$ cat config.mk
export PLATFORM = sky130hd
export DESIGN_NAME = flash_debug_protection_ctrl
export DESIGN_NICKNAME = d
export VERILOG_FILES = /design/src/inc/flash_prot_pkg.sv /design/src/verilog/flash_debug_protection_ctrl.sv
export SDC_FILE = /design/constraint.sdc
export NUM_CORES = 1
export LEC_CHECK = 0
export ABC_AREA = 1
export BUFFER_PORTS_ARGS = -buffer_cell sky130_fd_sc_hd__buf_2
export CAP_MARGIN = 5
export CORE_ASPECT_RATIO = 0.8
export CORE_UTILIZATION = 44
export CTS_CLUSTER_DIAMETER = 30
export DETAILED_ROUTE_END_ITERATION = 16
export PLACE_DENSITY_LB_ADDON = 0.12
export SYNTH_ARGS = -nofsm -noshare
export SYNTH_HDL_FRONTEND = slang
export SYNTH_SLANG_ARGS = --single-unit
$ cat constraint.sdc
create_clock -name clk -period 2.1 [get_ports clk]
set_input_delay 0.42 -clock clk [delete_from_list [all_inputs] [get_ports clk]]
set_output_delay 0.42 -clock clk [all_outputs]
set_load 0.01 [all_outputs]
$ cat src/inc/flash_prot_pkg.sv
package flash_prot_pkg;

  // Flash geometry: one protection bit per row, one register word per kind.
  localparam int NUM_ROWS = 32;
  localparam int ROW_W = 5;

  // Register byte offsets on the APB port.
  localparam logic [31:0] ADDR_CTRL = 32'h0000_0000;
  localparam logic [31:0] ADDR_STATUS = 32'h0000_0004;
  localparam logic [31:0] ADDR_RD_PROT = 32'h0000_0008;
  localparam logic [31:0] ADDR_WR_PROT = 32'h0000_000c;

  // Field positions in the control and status words.
  localparam int MODE_LSB = 0;
  localparam int DBG_EN_BIT = 4;
  localparam int SECURE_BIT = 8;
  localparam int ERASED_BIT = 12;
  localparam int LOADED_BIT = 13;

  typedef enum logic [1:0] {
    MODE_OPEN,
    MODE_PROTECTED,
    MODE_KILL
  } protMode_t;

  typedef enum logic [1:0] {
    OP_READ,
    OP_WRITE,
    OP_ERASE_ROW,
    OP_ERASE_ALL
  } flashOp_t;

  // Image of the settings kept in nonvolatile storage.
  typedef struct packed {
    protMode_t mode;
    logic debugEn;
    logic secure;
    logic [NUM_ROWS-1:0] rdProt;
    logic [NUM_ROWS-1:0] wrProt;
  } nvImage_t;

  typedef struct packed {
    logic valid;
    flashOp_t op;
    logic [ROW_W-1:0] row;
  } flashReq_t;

  // Reset values: open part, debug on, no lock, no row protection.
  localparam protMode_t RST_MODE = MODE_OPEN;
  localparam logic RST_DEBUG_EN = 1'b1;
  localparam logic RST_SECURE = 1'b0;
  localparam logic [NUM_ROWS-1:0] RST_ROW_PROT = 32'h0000_0000;

endpackage

$ cat src/verilog/flash_debug_protection_ctrl.sv
`timescale 1ns/1ps
// Overview of operation
// RL1: Part comes up open: no chip protection, debug accesses all allowed.
// RL2: Open may go to protected; protected rejects every debug access.
// RL3: Protected returns to open only after a complete flash erase.
// RL4: Open may go to kill; kill blocks every debug access.
// RL5: Kill ignores erase requests from outside the chip.
// RL6: Kill is terminal; no transition leaves it.
// RL7: Each row has independent read-block and write-block protection.
// RL8: Firmware system calls may always read, write and erase flash; a call in the load cycle after reset is dropped ungranted.
// RL9: Debug starts enabled; only on-chip firmware can disable it.
// RL10: Host restores debug by full erase, unprotect, then new firmware.
// RL11: Device security permanently disables programming, debug and test ports.
// RL12: All protection settings live in nonvolatile state across resets.
module flash_debug_protection_ctrl
  import flash_prot_pkg::*;
(
  input wire logic clk,
  input wire logic reset_n,
  input wire logic [31:0] paddr,
  input wire logic psel,
  input wire logic penable,
  input wire logic pwrite,
  input wire logic [31:0] pwdata,
  output logic [31:0] prdata,
  output logic pready,
  output logic pslverr,
  input wire nvImage_t nvImage,
  output nvImage_t nvStore,
  output logic nvCommit,
  input wire flashReq_t dbgReq,
  output logic dbgGrant,
  output logic dbgDeny,
  input wire flashReq_t sysReq,
  output logic sysGrant,
  output flashReq_t flashCmd,
  input wire logic flashEraseAllDone,
  output logic debugPortEn,
  output logic testPortEn
);

  typedef struct packed {
    logic loaded;
    nvImage_t nv;
    logic erased;
    logic [31:0] rdata;
    logic ready;
    logic slvErr;
    logic dbgGrant;
    logic dbgDeny;
    logic sysGrant;
    flashReq_t cmd;
    logic commit;
    logic portEn;
  } ctrl_t;

  ctrl_t st;
  ctrl_t next_st;

  function automatic logic addrHit(input logic [31:0] a);
    addrHit = (a == ADDR_CTRL) || (a == ADDR_STATUS) ||
      (a == ADDR_RD_PROT) || (a == ADDR_WR_PROT);
  endfunction

  // Mode moves only forward from open, except the erased return path.
  function automatic logic modeOk(input protMode_t cur,
                                  input logic [1:0] req,
                                  input logic erased);
    modeOk = 1'b0;
    if (req == cur) begin
      modeOk = 1'b1;
    end else if (cur == MODE_OPEN) begin
      modeOk = (req == MODE_PROTECTED) || (req == MODE_KILL); // [RL2] [RL4]
    end else if (cur == MODE_PROTECTED) begin
      modeOk = (req == MODE_OPEN) && erased; // [RL3]
    end
  endfunction

  function automatic logic [31:0] regRead(input logic [31:0] a,
                                          input ctrl_t s);
    regRead = 32'h0000_0000;
    if (a == ADDR_CTRL || a == ADDR_STATUS) begin
      regRead[MODE_LSB +: 2] = s.nv.mode;
      regRead[DBG_EN_BIT] = s.nv.debugEn;
      regRead[SECURE_BIT] = s.nv.secure;
    end
    if (a == ADDR_STATUS) begin
      regRead[ERASED_BIT] = s.erased;
      regRead[LOADED_BIT] = s.loaded;
    end
    if (a == ADDR_RD_PROT) begin
      regRead = s.nv.rdProt;
    end
    if (a == ADDR_WR_PROT) begin
      regRead = s.nv.wrProt;
    end
  endfunction

  // Debug access check for open mode with debug enabled.
  function automatic logic rowOk(input nvImage_t n, input flashReq_t r);
    case (r.op)
      OP_READ: rowOk = !n.rdProt[r.row]; // [RL7]
      OP_WRITE: rowOk = !n.wrProt[r.row]; // [RL7]
      OP_ERASE_ROW: rowOk = !n.wrProt[r.row]; // [RL7]
      OP_ERASE_ALL: rowOk = 1'b1;
      default: rowOk = 1'b0;
    endcase
  endfunction

  logic setupPhase;
  logic accessWr;
  logic dbgIsErase;

  always_comb begin
    setupPhase = psel && !penable;
    accessWr = psel && penable && st.ready && pwrite;
    dbgIsErase = (dbgReq.op == OP_ERASE_ROW) || (dbgReq.op == OP_ERASE_ALL);
    next_st = st;
    next_st.dbgGrant = 1'b0;
    next_st.dbgDeny = 1'b0;
    next_st.sysGrant = 1'b0;
    next_st.cmd = '0;
    next_st.commit = 1'b0;

    // The settings are fetched once after reset, so the reset values only
    // stand for the single cycle before the stored image is applied.
    if (!st.loaded) begin
      next_st.loaded = 1'b1;
      next_st.nv = nvImage; // [RL12]
    end else begin
      // APB: the answer is prepared in the setup cycle, so the access
      // phase completes in one cycle; a setup in the load cycle gets no answer.
      next_st.ready = setupPhase;
      if (setupPhase) begin
        next_st.rdata = pwrite ? 32'h0000_0000 : regRead(paddr, st);
        next_st.slvErr = !addrHit(paddr) ||
          (pwrite && paddr == ADDR_CTRL &&
           !modeOk(st.nv.mode, pwdata[MODE_LSB +: 2], st.erased));
      end
      if (accessWr && paddr == ADDR_CTRL) begin
        if (modeOk(st.nv.mode, pwdata[MODE_LSB +: 2], st.erased)) begin
          next_st.nv.mode = protMode_t'(pwdata[MODE_LSB +: 2]); // [RL6]
        end
        next_st.nv.debugEn = pwdata[DBG_EN_BIT]; // [RL9]
        // A control write only ever sets the lock; only reset and the stored-image reload can clear it.
        next_st.nv.secure = st.nv.secure | pwdata[SECURE_BIT]; // [RL11]
      end
      if (accessWr && paddr == ADDR_RD_PROT) begin
        next_st.nv.rdProt = pwdata; // [RL7]
      end
      if (accessWr && paddr == ADDR_WR_PROT) begin
        next_st.nv.wrProt = pwdata; // [RL7]
      end

      // System calls own the flash port first and are granted in every cycle after the load cycle.
      if (sysReq.valid) begin
        next_st.sysGrant = 1'b1; // [RL8]
        next_st.cmd = sysReq; // [RL8]
      end

      if (dbgReq.valid) begin
        if (st.nv.secure) begin
          // Port is dead: no answer of any kind.
          next_st.dbgDeny = 1'b0; // [RL11]
        end else if (st.nv.mode == MODE_KILL && dbgIsErase) begin
          // Silently dropped so a power cut can never half erase the part.
          next_st.dbgDeny = 1'b0; // [RL5]
        end else if (st.nv.mode == MODE_OPEN && st.nv.debugEn &&
                     !sysReq.valid && rowOk(st.nv, dbgReq)) begin
          next_st.dbgGrant = 1'b1; // [RL1]
          next_st.cmd = dbgReq;
        end else begin
          next_st.dbgDeny = 1'b1; // [RL2] [RL4] [RL9]
        end
      end

      // Program operations dirty the array; a completed full erase marks
      // it clean, and the completion wins over a write in the same cycle.
      if (next_st.cmd.valid && next_st.cmd.op == OP_WRITE) begin
        next_st.erased = 1'b0;
      end
      if (flashEraseAllDone) begin
        next_st.erased = 1'b1; // [RL3]
      end
      next_st.commit = (next_st.nv != st.nv); // [RL12]
    end
    next_st.portEn = !next_st.nv.secure; // [RL11]
  end

  always_ff @(posedge clk or negedge reset_n) begin
    if (!reset_n) begin
      st.loaded <= 1'b0;
      st.nv.mode <= RST_MODE; // [RL1]
      st.nv.debugEn <= RST_DEBUG_EN; // [RL9]
      st.nv.secure <= RST_SECURE;
      st.nv.rdProt <= RST_ROW_PROT;
      st.nv.wrProt <= RST_ROW_PROT;
      st.erased <= 1'b0;
      st.rdata <= 32'h0000_0000;
      st.ready <= 1'b0;
      st.slvErr <= 1'b0;
      st.dbgGrant <= 1'b0;
      st.dbgDeny <= 1'b0;
      st.sysGrant <= 1'b0;
      st.cmd <= '0;
      st.commit <= 1'b0;
      st.portEn <= 1'b0;
    end else begin
      st <= next_st;
    end
  end

  assign prdata = st.rdata;
  assign pready = st.ready;
  assign pslverr = st.slvErr;
  assign nvStore = st.nv;
  assign nvCommit = st.commit;
  assign dbgGrant = st.dbgGrant;
  assign dbgDeny = st.dbgDeny;
  assign sysGrant = st.sysGrant;
  assign flashCmd = st.cmd;
  assign debugPortEn = st.portEn;
  assign testPortEn = st.portEn;
endmodule // flash_debug_protection_ctrl
==> results of run 1 <==
final timing paths:
path | endpoint | slack [ns]
min reg2reg | prdata[23]$_DFFE_PN0P_ | 0.48
max in group asynchronous | nvStore[21]$_DFF_PN0_ | 1.13
max reg2reg | nvCommit$_DFF_PN0_ | 0.09
max | nvCommit$_DFF_PN0_ | 0.09
min | nvStore[63]$_DFF_PN0_ | 0.20
min in group asynchronous | st[116]$_DFF_PN0_ | 0.39
layout make-up:
class                           count  area, µm²
Multi-Input combinational cell    886       4290
Sequential cell                   117       2940
Fill cell                        1869       7590
Timing Repair Buffer              463       3080
Clock inverter                      8        100
Clock buffer                       22        484
Inverter                          120        453
Tap cell                          258        323
metal layers:
layer,GRT usage [%],up-vias
met2,60.8,685
met4,15.8,0
met3,9.38,88
li1,-,4882
met1,53.0,4943
met5,0,-
flip-flops by register name (all words and copies together) (netlist names):
| signal | cells |
|---|---|
| nvCommit | 1 |
| flashCmd | 8 |
| dbgGrant | 1 |
| dbgDeny | 1 |
| pslverr | 1 |
| prdata | 32 |
| nvStore | 68 |
| st | 2 |
| pready | 1 |
| sysGrant | 1 |
| debugPortEn | 1 |
layout by cell type, fill, tap and decap left out, drive strengths merged, types with 2 or more instances in the layout:
cell | synthesis | layout
clkinvlp | 0 | 4
inv | 117 | 117
nor3 | 4 | 4
nor4 | 2 | 2
a31oi | 60 | 60
o31ai | 32 | 32
dfrtp | 116 | 116
o21ai | 34 | 34
buf | 142 | 460
clkinv | 3 | 5
clkbuf | 46 | 24
nand3 | 129 | 129
nor2 | 162 | 162
o211ai | 3 | 3
bufinv | 0 | 2
a21oi | 46 | 46
a22o | 2 | 2
nand4 | 99 | 99
nand2 | 303 | 303
nand3b | 2 | 2
ha | 4 | 4
worst max-delay path: stages (launching register included):
cell and delay [ns]:
dfrtp_1 0.34, inv_1 0.07, nor4_4 0.16, buf_6 0.18, buf_12 0.16, buf_12 0.16, nand3_2 0.10, nand3_2 0.11
nand4_1 0.14, nor2_2 0.18, nand3_1 0.08, nor2_1 0.11, a21oi_1 0.08
power by group through the flow:
stage / Combinational, mW / Sequential, mW / Clock [mW]
floorplan: 0.700 / 2.56 / 0
global placement: 1.51 / 2.52 / 0
detailed placement: 1.51 / 2.53 / 0
CTS: 1.52 / 2.49 / 2.97
global route: 1.68 / 2.50 / 3.07
finish: 1.58 / 2.49 / 2.97
cell families (layout without fill, tap and decap cells):
logic type | after synthesis | count (layout)
AOI/OAI and AO/OA | 177 | 177
xor gates and xnor gates | 1 | 1
adders and majority gates | 4 | 4
buffers and inverters | 308 | 613
DFF | 117 | 117
other | 1 | 1
and+or+nand+nor | 703 | 703
timing repair:
item | CTS | global route
resized for setup | 2 | 22
setup endpoints to repair | 1 | 4
cloned | 0 | 2
pin swaps | 0 | 3
hold endpoints to repair | 10 | 0
hold buffers | 1 | 0
setup buffers | 0 | 5
==> summary.md, run 1 <==
| Metric | Value |
|---|---|
| Synth Register Bits | 117 |
| Clk Latency, worst-skew pair | 0.43 ns |
| Dominant cell type by area after synthesis | dfrtp_1 |
| Chip width | 160 µm |
| Pleak | 6.29 nW |
| Num CTS Buffers | 17 |
| Pin count of the biggest net entering global routing | 77 |
| CP Launch Point | pready$_DFFE_PN0P_ |
| I/O pins | 270 |
| Post-route core utilization | 60.6% |
| Largest family of logic cells by synthesized area | simple AND/OR/NAND/NOR gates |
| Share of cells above drive strength 1 | 32.2% |
| Vias in the first global route | 9576 |
| Critical path type | reg -> reg |
| Max Cap Violations | 0 |
| Overall power | 7.04 mW |
| Overflow after GRT | 0 |
| XOR/XNOR Fraction of Synth Area | 0.100% |
| Placed cells | 1836 |
| Post-synthesis average cell area | 6.68 µm² |
| Hold path cells | 3 |
| Final setup fails | 0 |
| Switching share of power | 31.1% |
| VDD IR-drop max | 0.427 mV |
| Die height | 128 µm |
| Met1 wire length | 17400 µm |
| Outcome | finished clean |
| Top routing layer used | met4 |
| Reg2reg start | pready$_DFFE_PN0P_ |
| CORE AREA | 0.0193 mm² |
| Simple-gate portion of the synthesized area | 35.5% |
| Most common cell in the netlist | nand2_1 |
| Internal Power | 4.84 mW |
| Clock sink total | 117 |
| Die area | 0.0205 mm² |
| Root Buffer | clkbuf_16 |
| Layout area overhead | 33.2% |
| DP Worst Slack | -0.337 ns |
| Synth Area in Adders | 0.572% |
| Worst Path Required | 2.40 ns |
| Finished Layout Cells | 1874 |
| Largest fanout on the critical path | 17 |
| Drt first pass iters | 5 |
| Seq/Total Area, Yosys | 33.5% |
| Max Transition Viols Final | 0 |
| Net Switching | 2.19 mW |
| Hold slack | 0.200 ns |
| Metal3 WL | 4050 µm |
| RSZ-0062 raised after global routing | false |
| Worst Tran Pin Value | 0.746 ns |
| Post-placement cell area | 0.0109 mm² |
| CTS max path bufs | 2 |
| Hold Path Origin | nvImage[63] |
| DRT Wirelength | 40700 µm |
| Post-synthesis cell count | 1311 |
| GRT Resource Usage Total | 39.3% |
| Mapped Area | 0.00875 mm² |
| Period minus WS final | 2.01 ns |
| Hold Vio Cnt, Final | 0 |
| Placer Congestion | 0.999 |
| Fin nets | 1763 |
| DR iter-0 viols | 1124 |
| Reg2Reg Depth | 12 |
| Post-synthesis compound-gate area fraction | 12.1% |
| Mapped Nets | 1469 |
| Distinct cells, synth | 32 |
| Yosys warns | 0 |
| HP Class | in -> reg |
| DRC errors left | 0 |
| Top_reg_cell synth | dfrtp_1 |
| TritonCTS clock tree | yes |
| Std-Cell Rows | 45 |
| Worst Setup End Kind | register |
| Clock transition at path regs | 0.06 ns |
| Sequential Power Share | 35.4% |
| Post-synth EDFFs | 0 |
| Startpoint Class | register |
| Multiplexer area fraction after synthesis | 0% |
| Clk pwr share | 42.2% |
| Antenna viol nets, final | 0 |
| Vias | 10598 |
| Most common library cells after synthesis | 301 x nand2_1, 159 x nor2_1, 129 x nand3_1, 116 x dfrtp_1, 115 x inv_1 |
| Main area contributors after synthesis | dfrtp_1 33%, nand2_1 13%, buf_4 9.3% |
| DR vias/cell | 5.66 |
| Port bufs | 269 |
| PD cells | 603 mW/mm² |
| Power share of the combinational group | 22.4% |
| Share of the synthesized area in the top cell type | 33.2% |
| Initial antenna violation count | 0 |
| First-pass GRT wire length | 59300 µm |
| Setup ws final | 0.0949 ns |
| Rel. slew slack | 50.2% |
| Post-detail-place hpwl | 31100 µm |
| Drt wl/cell | 21.7 µm |
| Post-route cell area | 0.0117 mm² |
| Max Clk Rate | 0.499 GHz |
| Met2 routed WL | 17700 µm |
| Htree depth | 4 |
| Clock Skew | 0.0131 ns |
| Ant. Diodes | 0 |
| CP arrival | 2.30 ns |
| FFs w/ async S/R, synth | 100% |
| Period utilization | 95.5% |
| Initial core utilization | 45.5% |
| TNS Setup | 0 ns |
Note: power is estimated with default switching activity, not from simulation.
==> inputs of run 2 (changes only) <==
--- a/config.mk
+++ b/config.mk
@@ -8,8 +8,10 @@
 export ABC_AREA = 1
 export BUFFER_PORTS_ARGS = -buffer_cell sky130_fd_sc_hd__buf_2
 export CAP_MARGIN = 5
+export CELL_PAD_IN_SITES_DETAIL_PLACEMENT = 0
+export CELL_PAD_IN_SITES_GLOBAL_PLACEMENT = 1
 export CORE_ASPECT_RATIO = 0.8
-export CORE_UTILIZATION = 44
+export CORE_UTILIZATION = 36
 export CTS_CLUSTER_DIAMETER = 30
 export DETAILED_ROUTE_END_ITERATION = 16
 export PLACE_DENSITY_LB_ADDON = 0.12
==> run 2 against run 1 <==
  * Utilization fell by 11 points
  * Clock skew down 0.0010 ns
  * Setup slack got worse by 0.044 ns
  * Count of clock-buffer cells in the layout decreased by 4
  * Combinational power is essentially flat
  * Sequential cell count unchanged
  * Final cell count rose by 3.4%
  * Global-route usage decreased by 4.8 points
  * First-iteration DRC count is 12% lower
  * Via count shrank 0.94%
  * Critical path depth unchanged
  * Hold slack got worse by 0.0081 ns
==> summary.md, run 2 (synthesis results as in run 1) <==
| Metric | Value |
|---|---|
| VDD IR-drop max | 0.517 mV |
| Pleak | 6.32 nW |
| Max Cap Violations | 0 |
| Crit-path max cell delay | 0.37 ns |
| Post-route core utilization | 49.4% |
| Hold Path Origin | sysReq[0] |
| HP Class | in -> reg |
| Initial core utilization | 37.0% |
| Outcome | finished clean |
| Max Transition Viols Final | 0 |
| Clock transition at path regs | 0.06 ns |
| Most frequent cells in the layout | 300 x nand2_1, 268 x buf_2, 186 x buf_4 |
| CORE AREA | 0.0236 mm² |
| Root Buffer | clkbuf_16 |
| Worst Tran Pin Value | 0.716 ns |
| Max Clk Rate | 0.488 GHz |
| First-pass GRT wire length | 62700 µm |
| Reg2Reg Depth | 12 |
| Htree depth | 4 |
| Die area | 0.0250 mm² |
| CP arrival | 2.35 ns |
| Share of cells above drive strength 1 | 31.7% |
| Fillers | 2505 |
| Initial antenna violation count | 3 |
| DR vias/cell | 5.42 |
| Max FFs per register | 68 |
| GRT Resource Usage Total | 34.6% |
| Critical path type | reg -> reg |
| CTS max path bufs | 2 |
| Clock Skew | 0.0120 ns |
| PD cells | 639 mW/mm² |
| Antenna viol nets, final | 0 |
| Multi-input gate area | 0.00424 mm² |
| Worst Path Required | 2.40 ns |
| Overflow after GRT | 0 |
| Drt wl/cell | 22.5 µm |
| R2R Setup Slk | 0.05 ns |
| I/O pins | 270 |
| Slowest cell on crit path | dfrtp_1 |
| Port bufs | 269 |
| Startpoint Class | register |
| Rel. slew slack | 52.3% |
| DRC errors left | 0 |
| Hold Vio Cnt, Final | 0 |
| Num CTS Buffers | 17 |
| WHS Endpoint | flashCmd[0]$_DFF_PN0_ |
| Reg2reg start | pready$_DFFE_PN0P_ |
| Std-Cell Rows | 50 |
| Overall power | 7.47 mW |
| Clk Latency, worst-skew pair | 0.43 ns |
| Finished Layout Cells | 1937 |
| Pin count of the biggest net entering global routing | 68 |
| Placed cells | 1902 |
| Post-detail-place hpwl | 33800 µm |
| Reg2reg end | nvCommit$_DFF_PN0_ |
| Hold slack | 0.192 ns |
| Hold path cells | 3 |
| Vias in the first global route | 9691 |
| TNS Setup | 0 ns |
| Drt first pass iters | 5 |
| Most common cell after layout, fill and taps aside | nand2_1 |
| Period utilization | 97.6% |
| TritonCTS clock tree | yes |
| Placer Congestion | 0.992 |
| Fin nets | 1769 |
| Final setup fails | 0 |
| Layout area overhead | 33.4% |
| Period minus WS final | 2.05 ns |
| Worst path most repeated cell | nor2_1 |
| Largest fanout on the critical path | 19 |
| Chip width | 176 µm |
| Register area | 0.00293 mm² |
| Vias | 10498 |
| Clock sink total | 117 |
| DRT Wirelength | 43600 µm |
| DR iter-0 viols | 985 |
| Crit path cell chain | inv_1 -> nor4_4 -> buf_12 -> buf_12 -> nand4_1 -> nand2_1 -> nor2_1 -> nand2_1 -> nor2_1 -> nand3_1 -> nor2_1 -> a21oi_1 |
| Die height | 141 µm |
| Worst Setup End Kind | register |
| RSZ-0062 raised after global routing | true |
run 2: cell types whose count changed in the layout (fill, tap and decap cells not counted), sizes merged:
| cell | before | now |
|---|---|---|
| diode | 0 | 1 |
| buf | 460 | 468 |
| clkinvlp | 4 | 1 |
| inv | 117 | 121 |
| bufinv | 2 | 5 |
| clkbuf | 24 | 18 |
| clkinv | 5 | 7 |
run 2: final cells by class:
| type | instances | share of cell area [%] |
|---|---|---|
| Multi-Input combinational cell | 886 | 36.3 |
| Timing Repair Buffer | 469 | 25.7 |
| Sequential cell | 117 | 25.1 |
| Inverter | 120 | 3.88 |
| Clock buffer | 18 | 3.67 |
| Tap cell | 312 | 3.34 |
| Clock inverter | 14 | 1.92 |
| Antenna cell | 1 | 0.0214 |
run 2: worst max-delay path, delay by kind of cell, from the launching register on:
kind,cells,cell delay (ns)
buf+inv,3,0.44
compound gates,1,0.07
simple gates,8,1.03
flops,1,0.37
run 2: layer usage:
metal / routed length [µm] / track usage [%]
met1: 19100 / 47.5
met3: 3550 / 5.92
met4: 1210 / 10.5
met5: 23 / 0
met2: 19700 / 55.2
run 2: worst max-delay path by stage:
stage / from / end / cells after the start
after floorplan: paddr[31] / nvCommit$_DFF_PN0_ / 13
after global placement: paddr[1] / nvCommit$_DFF_PN0_ / 16
after detailed placement: paddr[1] / nvCommit$_DFF_PN0_ / 16
after CTS: pready$_DFFE_PN0P_ / nvCommit$_DFF_PN0_ / 12
after global routing: pready$_DFFE_PN0P_ / nvCommit$_DFF_PN0_ / 13
final: pready$_DFFE_PN0P_ / nvCommit$_DFF_PN0_ / 12
run 2: timing repair:
item                       4_1_cts  5_1_grt
hold endpoints to repair        21        0
resized for setup                0       11
setup endpoints to repair        0        2
hold buffers                     1        0
setup buffers                    0        1
run 2: metrics by stage:
stage / instance area, µm² / setup WS (ns)
after floorplan: 8750 / 0.0672
after global placement: 11000 / -0.302
after detailed placement: 11000 / -0.303
after CTS: 11600 / 0.115
after global routing: 11700 / -0.0394
final: 11700 / 0.0509
run 2: report_power, final:
part / switching [mW] / leakage, nW / total, mW / internal [mW]
clock network: 1.25 / 0.316 / 3.38 / 2.13
logic: 1.02 / 4.58 / 1.61 / 0.587
registers: 0.0917 / 1.42 / 2.48 / 2.39
==> inputs of run 3 (changes only) <==
--- a/config.mk
+++ b/config.mk
@@ -6,12 +6,13 @@
 export NUM_CORES = 1
 export LEC_CHECK = 0
 export ABC_AREA = 1
-export BUFFER_PORTS_ARGS = -buffer_cell sky130_fd_sc_hd__buf_2
+export BUFFER_PORTS_ARGS = -buffer_cell sky130_fd_sc_hd__buf_4
 export CAP_MARGIN = 5
 export CELL_PAD_IN_SITES_DETAIL_PLACEMENT = 0
 export CELL_PAD_IN_SITES_GLOBAL_PLACEMENT = 1
 export CORE_ASPECT_RATIO = 0.8
-export CORE_UTILIZATION = 36
+export CORE_UTILIZATION = 37
+export CTS_BUF_LIST = sky130_fd_sc_hd__clkbuf_4 sky130_fd_sc_hd__clkbuf_8
 export CTS_CLUSTER_DIAMETER = 30
 export DETAILED_ROUTE_END_ITERATION = 16
 export PLACE_DENSITY_LB_ADDON = 0.12
==> run 3 against run 2 <==
  * The run now ends with negative hold slack left
  * Sequential power barely moved
  * Non-clock buffer count decreased by 4
  * Sequential share of layout area down 0.85 points
  * Die area fell by 2.7%
  * Via count grew 0.64%
  * Final area is 3.5% higher
  * Total power decreased by 12%
  * Routed wire length fell by 2.0%
  * Critical path type is now in -> reg
  * Largest cell class unchanged
  * Highest routed layer is now met4
==> summary.md, run 3 (synthesis results as in run 1) <==
| Metric | Value |
|---|---|
| TNS Setup | 0 ns |
| Most common cell after layout, fill and taps aside | buf_4 |
| Fin nets | 1765 |
| Overflow after GRT | 0 |
| Largest fanout on the critical path | 13 |
| Net Switching | 2.23 mW |
| DRT Wirelength | 42700 µm |
| Die area | 0.0243 mm² |
| Post-detail-place hpwl | 33400 µm |
| VDD IR-drop max | 0.242 mV |
| # Post-CTS Setup Buffers | 0 |
| Clock sink total | 117 |
| Sequential Power Share | 37.8% |
| Std-Cell Rows | 49 |
| Chip width | 174 µm |
| GRT Resource Usage Total | 35.2% |
| Rel. slew slack | 50.8% |
| TritonCTS clock tree | yes |
| Pin count of the biggest net entering global routing | 118 |
| CORE AREA | 0.0229 mm² |
| Htree depth | 4 |
| Clock transition at path regs | 0.09 ns |
| Cts hold-fix bufs | 0 |
| Hold Vio Cnt, Final | 16 |
| First-pass GRT wire length | 63300 µm |
| Initial core utilization | 38.3% |
| Placer Congestion | 1.00 |
| DR iter-0 viols | 1240 |
| Worst Path Required | 2.49 ns |
| Most frequent cells in the layout | 452 x buf_4, 301 x nand2_1, 156 x nor2_1 |
| DRC errors left | 0 |
| Clock Skew | 0.0181 ns |
| Port bufs | 269 |
| Outcome | finished with violations |
| Clk pwr share | 35.9% |
| Post-route core utilization | 52.9% |
| Worst Tran Pin Value | 0.739 ns |
| Root Buffer | clkbuf_8 |
| Internal Power | 4.36 mW |
| Violated checks | negative hold slack |
| PD cells | 546 mW/mm² |
| Vias in the first global route | 10071 |
| CP Launch Point | paddr[15] |
| Layout area overhead | 38.1% |
| Max Transition Viols Final | 0 |
| CP arrival | 2.46 ns |
| Critical path type | in -> reg |
| Period minus WS final | 2.07 ns |
| I/O pins | 270 |
| Reg2reg start | pready$_DFFE_PN0P_ |
| Max Cap Violations | 0 |
| HP Class | in -> async |
| Vias | 10565 |
| Die height | 140 µm |
| RSZ-0062 raised after global routing | true |
| Drt first pass iters | 6 |
| CTS max path bufs | 2 |
| Max Clk Rate | 0.483 GHz |
| Antenna viol nets, final | 0 |
| Startpoint Class | input pin |
| Num CTS Buffers | 17 |
| Final setup fails | 0 |
| Share of cells above drive strength 1 | 31.7% |
| Initial antenna violation count | 0 |
| Worst Setup End Kind | register |
| Switching share of power | 33.8% |
| Drt wl/cell | 22.2 µm |
| Ant. Diodes | 0 |
| Hold slack | -0.0194 ns |
| Clk Latency, worst-skew pair | 0.47 ns |
| Pleak | 6.39 nW |
| Power share of the combinational group | 26.3% |
| Period utilization | 98.7% |
| DR vias/cell | 5.49 |
| Max FFs per register | 68 |
run 3: area by class of cell:
cell class              count  area (µm²)
fillers                  2332       10800
flip-flops and latches    117        2930
clock inverters            13         171
well taps                 306         383
multi-input cells         886        4240
repair buffers            465        3640
inverters                 120         450
clock buffers              19         262
run 3: what timing repair did:
action	in CTS	in global routing
resized for setup	1	8
pin swaps	0	3
cloned	0	0
setup endpoints to repair	1	4
run 3: stage by stage:
step	hold slack, ns	instances	worst slack (ns)	instance area [µm²]	power, mW
global route	0.0931	1926	-0.0797	12100	6.83
global placement	0.469	1894	-0.475	11600	4.24
floorplan	0.124	1311	0.0672	8750	3.26
finish	-0.0194	1926	0.0280	12100	6.59
CTS	0.0719	1926	0.0122	12100	6.58
detailed placement	0.472	1894	-0.529	11600	4.24
run 3: layer usage:
metal / track usage, % / up-vias / routed length (µm)
li1: - / 4876 / -
met4: 13.7 / 0 / 1570
met3: 7.32 / 86 / 3500
met2: 53.7 / 588 / 19000
met1: 48.6 / 5015 / 18600
met5: 0 / - / 0
run 3: path summary, 6_finish.rpt:
path | slack [ns] | cells after the start | endpoint
setup / recovery | 0.03 | 16 | nvCommit$_DFF_PN0_
hold / removal | -0.02 | 2 | nvStore[0]$_DFF_PN0_
setup reg to reg | 0.04 | 13 | nvCommit$_DFF_PN0_
hold reg to reg | 0.49 | 2 | prdata[13]$_DFFE_PN0P_
max in group asynchronous | 1.49 | 2 | nvStore[24]$_DFF_PN0_
min in group clk | 0.15 | 2 | prdata[13]$_DFFE_PN0P_
run 3: worst max-delay path, stage by stage:
cell and delay, ns:
buf_4 0.11, nor2_1 0.10, nand2_1 0.07, nor2_2 0.23
nand2_1 0.14, nor2_4 0.23, buf_12 0.19, buf_6 0.17
nand4_1 0.22, nand2_1 0.14, nor2_2 0.06, nand2_1 0.05
nor2_1 0.04, nand3_1 0.08, nor2_1 0.05, a21oi_1 0.15
run 3: power by group through the flow:
stage	clock, mW	sequential (mW)	combinational [mW]
final	2.37	2.49	1.73
after global routing	2.48	2.51	1.84
after detailed placement	0	2.53	1.70
after CTS	2.38	2.49	1.71
after global placement	0	2.53	1.71
after floorplan	0	2.56	0.700
